$ cat config.mk
export PLATFORM = sky130hd
export DESIGN_NAME = cgtc_regs
export DESIGN_NICKNAME = d
export VERILOG_FILES = /design/src/rtl/cgtc_pkg.sv /design/src/rtl/cgtc_regs.sv
export SDC_FILE = /design/constraint.sdc
export NUM_CORES = 1
export LEC_CHECK = 0
export ABC_CLOCK_PERIOD_IN_PS = 2000
export BUFFER_PORTS_ARGS = -buffer_cell sky130_fd_sc_hd__buf_2
export CAP_MARGIN = 25
export CORE_AREA = 10 10 261 263
export CTS_BUF_LIST = sky130_fd_sc_hd__clkbuf_4 sky130_fd_sc_hd__clkbuf_8
export DETAILED_ROUTE_END_ITERATION = 12
export DIE_AREA = 0 0 271 273
export GPL_TIMING_DRIVEN = 1
export PLACE_DENSITY = 0.6
export SYNTH_ARGS = -nofsm -noshare
export SYNTH_HDL_FRONTEND = slang
export SYNTH_SLANG_ARGS = --single-unit
$ cat constraint.sdc
create_clock -name sys_clk -period 2 [get_ports sys_clk]
set_clock_uncertainty 0.15 [all_clocks]
set_input_delay 0.3 -clock sys_clk [delete_from_list [all_inputs] [get_ports sys_clk]]
set_output_delay 0.3 -clock sys_clk [all_outputs]
set_load 0.05 [all_outputs]
$ cat src/rtl/cgtc_pkg.sv
// package: register map and field layout of the channel gain/threshold bank
package cgtc_pkg;

	// ---------------------------------------------------------------
	// register map (byte offsets, one 32-bit word per slice)
	// ---------------------------------------------------------------
	localparam logic [5:0] GAIN_LO_W0_OFS = 6'h00;
	localparam logic [5:0] GAIN_LO_W1_OFS = 6'h04;
	localparam logic [5:0] GAIN_HI_W0_OFS = 6'h08;
	localparam logic [5:0] GAIN_HI_W1_OFS = 6'h0c;
	localparam logic [5:0] THR_LO_W0_OFS  = 6'h10;
	localparam logic [5:0] THR_LO_W3_OFS  = 6'h1c;
	localparam logic [5:0] ID_OFS         = 6'h20;

	// ---------------------------------------------------------------
	// field layout and reset values
	// ---------------------------------------------------------------
	localparam int          GAIN_BITS   = 64;
	localparam int          THR_BITS    = 128;
	localparam int          GAIN_FIELD  = 2;
	localparam int          THR_FIELD   = 4;
	localparam int          CH_PER_REG  = 32;
	localparam logic [63:0]  GAIN_RST   = 64'h0;
	localparam logic [127:0] THR_RST    = 128'h0;
	// arbitrary neutral identity value
	localparam logic [31:0] ID_VALUE    = 32'h0000_00a5;

	// charge range codes (msb, lsb)
	typedef enum logic [1:0] {
		CGTC_RANGE_120FC = 2'h0,
		CGTC_RANGE_240FC = 2'h1,
		CGTC_RANGE_1PC   = 2'h2,
		CGTC_RANGE_10PC  = 2'h3
	} cgtc_range_type;

	localparam logic [1:0] RESP_OKAY   = 2'h0;
	localparam logic [1:0] RESP_SLVERR = 2'h2;

	// per-channel analog selects, index 0 is channel 1
	typedef struct packed {
		cgtc_range_type [63:0] range;
		logic [31:0][3:0]      level;
	} cgtc_chan_type;

endpackage

$ cat src/rtl/cgtc_regs.sv
// file: AXI4-Lite register bank holding per-channel gain and threshold codes
`timescale 1ns/1ps
module cgtc_regs
	import cgtc_pkg::*;
(
	// clock, reset, enable
	input  wire logic          sys_clk,
	input  wire logic          arst_n,
	input  wire logic          clk_en,
	// axi4-lite write address and data
	input  wire logic [5:0]    awaddr,
	input  wire logic          awvalid,
	output logic               awready,
	input  wire logic [31:0]   wdata,
	input  wire logic [3:0]    wstrb,
	input  wire logic          wvalid,
	output logic               wready,
	// axi4-lite write response
	output logic [1:0]         bresp,
	output logic               bvalid,
	input  wire logic          bready,
	// axi4-lite read
	input  wire logic [5:0]    araddr,
	input  wire logic          arvalid,
	output logic               arready,
	output logic [31:0]        rdata,
	output logic [1:0]         rresp,
	output logic               rvalid,
	input  wire logic          rready,
	// analog selects
	output cgtc_chan_type      chan_cfg
);

	// ---------------------------------------------------------------
	// storage: four 32-bit slices per 128 bits of gain, four of threshold
	// ---------------------------------------------------------------
	logic [63:0]    gain_lo_q;
	logic [63:0]    gain_hi_q;
	logic [127:0]   thr_lo_q;
	logic [5:0]     aw_q;
	logic           aw_have_q;
	logic [31:0]    w_q;
	logic [3:0]     ws_q;
	logic           w_have_q;
	logic [255:0]   bank_q;
	cgtc_chan_type  chan_q;

	// word index of a byte address within the bank
	function automatic logic [3:0] word_idx(input logic [5:0] a);
		return a[5:2];
	endfunction

	// strobe merge of one word
	function automatic logic [31:0] merge(input logic [31:0] o, input logic [31:0] n,
		input logic [3:0] s);
		logic [31:0] r;
		r = o;
		for (int i = 0; i < 4; i++) begin
			if (s[i]) begin
				r[8*i +: 8] = n[8*i +: 8];
			end
		end
		return r;
	endfunction

	// ---------------------------------------------------------------
	// decode
	// ---------------------------------------------------------------
	wire logic       do_write  = aw_have_q && w_have_q && !bvalid;
	wire logic [3:0] wr_idx    = word_idx(aw_q);
	wire logic       wr_hit    = (aw_q[1:0] == 2'h0) && (aw_q <= THR_LO_W3_OFS);
	wire logic [3:0] rd_idx    = word_idx(araddr);
	wire logic       rd_bank   = (araddr[1:0] == 2'h0) && (araddr <= THR_LO_W3_OFS);
	wire logic       rd_id     = (araddr == ID_OFS);
	wire logic       take_rd   = arvalid && arready;
	assign bank_q = {thr_lo_q, gain_hi_q, gain_lo_q};

	// ---------------------------------------------------------------
	// write channel capture: address and data taken in either order
	// ---------------------------------------------------------------
	always_ff @(posedge sys_clk or negedge arst_n) begin
		if (!arst_n) begin
			aw_q      <= 6'h0;
			aw_have_q <= 1'b0;
			w_q       <= 32'h0;
			ws_q      <= 4'h0;
			w_have_q  <= 1'b0;
			awready   <= 1'b0;
			wready    <= 1'b0;
		end else if (clk_en) begin
			awready <= !aw_have_q && !awready && !awvalid ? 1'b1 : (!aw_have_q && !awready);
			wready  <= !w_have_q && !wready;
			if (awvalid && awready) begin
				aw_q      <= awaddr;
				aw_have_q <= 1'b1;
				awready   <= 1'b0;
			end
			if (wvalid && wready) begin
				w_q      <= wdata;
				ws_q     <= wstrb;
				w_have_q <= 1'b1;
				wready   <= 1'b0;
			end
			if (do_write) begin
				aw_have_q <= 1'b0;
				w_have_q  <= 1'b0;
			end
		end
	end

	// ---------------------------------------------------------------
	// register store and write response
	// ---------------------------------------------------------------
	// gain and threshold storage
	always_ff @(posedge sys_clk or negedge arst_n) begin
		if (!arst_n) begin
			gain_lo_q <= GAIN_RST;
			gain_hi_q <= GAIN_RST;
			thr_lo_q  <= THR_RST;
			bvalid    <= 1'b0;
			bresp     <= RESP_OKAY;
		end else if (clk_en) begin
			if (bvalid && bready) begin
				bvalid <= 1'b0;
			end
			if (do_write) begin
				bvalid <= 1'b1;
				bresp  <= wr_hit ? RESP_OKAY : RESP_SLVERR;
			end
			// refused or unaligned addresses answer but store nothing
			if (do_write && wr_hit) begin
				unique case (wr_idx[3:1])
					3'h0: gain_lo_q[32*wr_idx[0] +: 32] <=
						merge(gain_lo_q[32*wr_idx[0] +: 32], w_q, ws_q);
					3'h1: gain_hi_q[32*wr_idx[0] +: 32] <=
						merge(gain_hi_q[32*wr_idx[0] +: 32], w_q, ws_q);
					3'h2, 3'h3: thr_lo_q[32*wr_idx[1:0] +: 32] <=
						merge(thr_lo_q[32*wr_idx[1:0] +: 32], w_q, ws_q);
					default: ;
				endcase
			end
		end
	end

	// ---------------------------------------------------------------
	// read channel: one outstanding read, answer the cycle after address
	// ---------------------------------------------------------------
	always_ff @(posedge sys_clk or negedge arst_n) begin
		if (!arst_n) begin
			arready <= 1'b0;
			rvalid  <= 1'b0;
			rdata   <= 32'h0;
			rresp   <= RESP_OKAY;
		end else if (clk_en) begin
			arready <= !rvalid && !arready && !take_rd;
			if (rvalid && rready) begin
				rvalid <= 1'b0;
			end
			if (take_rd) begin
				arready <= 1'b0;
				rvalid  <= 1'b1;
				rdata   <= rd_bank ? bank_q[32*rd_idx[2:0] +: 32] : (rd_id ? ID_VALUE : 32'h0);
				rresp   <= (rd_bank || rd_id) ? RESP_OKAY : RESP_SLVERR;
			end
		end
	end

	// ---------------------------------------------------------------
	// per-channel fan-out to analog selects
	// ---------------------------------------------------------------
	cgtc_chan_type chan_d;
	genvar c;
	generate
		for (c = 0; c < CH_PER_REG; c++) begin : g_ch
			// codes map directly to range enum
			// channel c+1 low gain at bits 63-2c
			assign chan_d.range[c] = cgtc_range_type'(gain_lo_q[GAIN_BITS-GAIN_FIELD*(c+1) +: 2]);
			assign chan_d.range[c+CH_PER_REG] = cgtc_range_type'(gain_hi_q[GAIN_FIELD*c +: 2]);
			// channel c+1 threshold at bits 127-4c down
			assign chan_d.level[c] = thr_lo_q[THR_BITS-THR_FIELD*(c+1) +: 4];
		end
	endgenerate

	always_ff @(posedge sys_clk or negedge arst_n) begin
		if (!arst_n) begin
			chan_q <= '0;
		end else if (clk_en) begin
			chan_q <= chan_d;
		end
	end
	assign chan_cfg = chan_q;
endmodule

==> impl_summary.txt <==
----------------------------------------------------
[Outcome]
  Outcome ... finished clean

[Floorplan]
  Area of the core region ... 0.0627 mm²
  Starting Density ... 0.398
  Die Height ... 273 µm
  Overall die width ... 271 µm
  Boundary pin count ... 353
  Die area ... 0.0740 mm²
  # rows ... 92

[Pwr]
  Peak supply drop ... 790 µV
  Cell leakage power ... 16.2 nW
  Power density over cell area ... 1150 mW/mm²

[STA]
  Worst-margin pin slew ... 0.553 ns
  RSZ-0062 raised after global routing ... true
  Minimum clock period after layout ... 1.97 ns
  Relative slew margins ... 0.631
  Final Hold Fails ... 0
  Final Cycle Share ... 0.983
  Count of endpoints failing setup in the final report ... 0
  Pins Over Slew Limit ... 0
  Highest attainable clock frequency ... 0.508 GHz
  Worst hold margin ... 0.118 ns

[CTS]
  Buffer type at the clock tree root ... clkbuf_8
  TritonCTS clock tree ... done
  CTS HTree Levels ... 3
  Clock-pin transition on the worst setup and hold timing paths ... 0.06 ns
  Maximum root-to-sink buffer count ... 3
  Number of sinks driven by the clock tree ... 595
  Clock insertion delay at the later pin of the skew report ... 0.69 ns
  CTS Buf Count ... 99

[Worst hold path]
  Hold Path Sink ... rdata[15]
  Number of stages on the worst hold path ... 4
  Worst hold path type ... input pin to flip-flop
  Launch point of the worst hold path ... araddr[4]

[Routing]
  DR pass1 iterations ... 5
  Vias per std cell ... 5.38
  ANT nets after route ... 0
  Final Routed Wirelength ... 80.8 mm
  DRC ... 0
  Routed vias ... 17000
  Mean routed wirelength per cell ... 25.6 µm
  Initial DRC Count ... 1289

[Yosys]
  Primary FF master, synth ... dfrtp_1
  Library cell with the highest instance count after synthesis ... dfrtp_1
  Mean Syn Cell Area ... 14.4 µm²
  Synth Register Bits ... 595
  Register area share after synthesis ... 0.596
  Syn. warnings ... 0
  Cell taking the most area after synthesis ... dfrtp_1
  Most instantiated cells after synthesis ... dfrtp_1, mux2_2, nand2_1
  Gate Count Post-Synth ... 1731
  Dominant cells by area after synthesis ... dfrtp_1, mux2_2, mux4_2, mux2i_1, o21ai_0
  Post-synthesis instance area ... 0.0250 mm²
  Asr flop ratio synth ... 1.00
  Number of unique standard cell types used by synthesis ... 37
  Number of enable-type register cells in the synthesized netlist ... 0
  Yosys top cell area share ... 0.596

[Final layout]
  Post-synthesis to final-layout area growth ... 28.1%
  Finished Layout Cells ... 3161
  Share of cells above drive strength 1 ... 0.511
  Post-Route Utilization ... 0.510
  Post-layout nets ... 2302
  Fill cell total of the finished layout ... 5381
  Area taken by multi-input logic gates ... 0.0100 mm²
  FF/Latch Area ... 0.0149 mm²

[Placed design]
  Inst Count DP ... 2916
  Count of input and output buffers ... 350
  Detailed placer's ending HPWL ... 56.7 mm
  Routability congestion estimate ... 0.826

[Global route]
  Number of global-route vias before repair ... 18000
  Overall track demand over capacity in global routing ... 0.215
  First-pass GRT wire length ... 121 mm
  Initial antenna violation count ... 1
  Maximum number of pins on one net before global-route repair ... 90
  Remaining global-route overflow ... 0

[Worst setup path]
  Worst-case reg-to-reg path depth ... 6
  Setup crit end kind ... flip-flop
  Worst EP arrival ... 2.40 ns
  Source of the worst register-to-register timing path ... aw_q[2]
  Crit Path Max Fanout ... 8
  Class of the most critical setup path ... flip-flop to flip-flop
  Data required time at the worst endpoint ... 2.43 ns
  Critical Path Source Type ... flip-flop
  Register-to-register setup slack ... 0.03 ns
  Critical R2R Capture ... thr_lo_q[3]

[Run]
  Max-cap check violation count ... 0

----------------------------------------------------
==> layout make-up <==
| type | instances | area share |
|---|---|---|
| well taps | 846 | 0.0331 |
| diodes | 1 | 0.0000782 |
| multi-input cells | 1022 | 0.313 |
| inverters | 4 | 0.000547 |
| repair buffers | 519 | 0.119 |
| clock buffers | 164 | 0.0654 |
| flip-flops and latches | 595 | 0.465 |
| clock inverters | 10 | 0.00399 |
==> flip-flops by register name (all words and copies together), names as in the netlist <==
signal and cells:
chan_cfg 256, thr_lo_q 128, gain_hi_q 64, gain_lo_q 64, rdata 32, w_q 32
aw_q 6, ws_q 4, arready 1, aw_have_q 1, awready 1, bresp 1
bvalid 1, rresp 1, rvalid 1, w_have_q 1, wready 1
==> critical path: stages (launching register included) <==
cell       delay, ns
dfrtp_4         0.52
inv_4           0.12
ha_4            0.22
and4b_1         0.29
nand3_4         0.17
clkbuf_16       0.23
o21ai_0         0.16
==> worst max-delay path by stage <==
stage | cells after the start | slack, ns | end | startpoint
after floorplan | 7 | -0.06 | gain_hi_q[35] | bvalid
after global placement | 7 | 0.03 | rdata[12] | araddr[2]
after detailed placement | 6 | -0.02 | thr_lo_q[99] | aw_q[2]
after CTS | 5 | -0.03 | thr_lo_q[0] | aw_q[2]
after global routing | 6 | -0.03 | thr_lo_q[3] | aw_q[2]
final | 6 | 0.03 | thr_lo_q[3] | aw_q[2]
==> per-stage QoR <==
step	power (W)	TNS [ns]	worst slack (ns)	instance area, µm²
global route	0.0385	-0.348	-0.0320	32000
floorplan	0.0208	-1.97	-0.0603	25100
CTS	0.0367	-0.0659	-0.0283	31700
finish	0.0370	0	0.0333	32000
detailed placement	0.0245	-0.0305	-0.0179	28700
global placement	0.0243	0	0.0326	28700
==> cell usage in the layout (no fill, tap or decap), types with 4 or more instances in the layout <==
cell type | netlist | routed
buf_12 | 0 | 44
clkbuf_8 | 0 | 138
mux4_2 | 63 | 63
mux2i_4 | 0 | 18
a22o_1 | 29 | 29
dlygate4sd3_1 | 0 | 59
mux2i_1 | 98 | 71
ha_1 | 5 | 4
dfrtp_1 | 595 | 592
nor2b_1 | 6 | 5
a21oi_1 | 7 | 7
nand4_4 | 4 | 4
nand2_1 | 134 | 134
a221oi_1 | 27 | 27
mux2_2 | 422 | 422
nand3_4 | 0 | 10
clkbuf_4 | 0 | 26
mux2i_2 | 0 | 9
nand3_2 | 12 | 4
nand4_1 | 4 | 4
nand3_1 | 9 | 7
o21ai_0 | 123 | 94
a22oi_1 | 4 | 4
buf_2 | 28 | 347
o21ai_1 | 5 | 34
nor2_1 | 41 | 39
buf_4 | 4 | 63
clkinv_2 | 0 | 6
mux2_4 | 0 | 7
==> timing repair <==
| action | CTS | global route |
|---|---|---|
| hold buffers | 60 | 1 |
| endpoints found under the setup margin | 36 | 135 |
| cloned | 1 | 2 |
| pin swaps | 0 | 1 |
| gates resized for setup | 13 | 69 |
| setup buffers | 2 | 5 |
| hold endpoints to repair | 654 | 1 |
==> power by group <==
part | switching (W) | leakage [nW] | internal (W)
Combinational | 0.00574 | 6.83 | 0.00370
Clock | 0.00486 | 1.18 | 0.00694
Sequential | 0.00210 | 8.18 | 0.0136
==> cells by family after synthesis <==
kind of cell / count (synthesis) / synth area share
and+or+nand+nor: 224 / 0.0428
other: 1 / 0.000150
adders and majority gates: 5 / 0.00250
muxes: 591 / 0.290
DFF: 595 / 0.596
buffers and inverters: 115 / 0.0196
AOI/OAI and AO/OA: 200 / 0.0493
==> metal layers <==
layer  GRT usage  share of wire  up-vias
met2       0.328           0.46      614
li1            -              -     7370
met1       0.298           0.45     8874
met3      0.0466          0.065      136
met4      0.0810          0.029        0
met5           0              0        -
No activity file was read; power rests on OpenSTA's default activity.
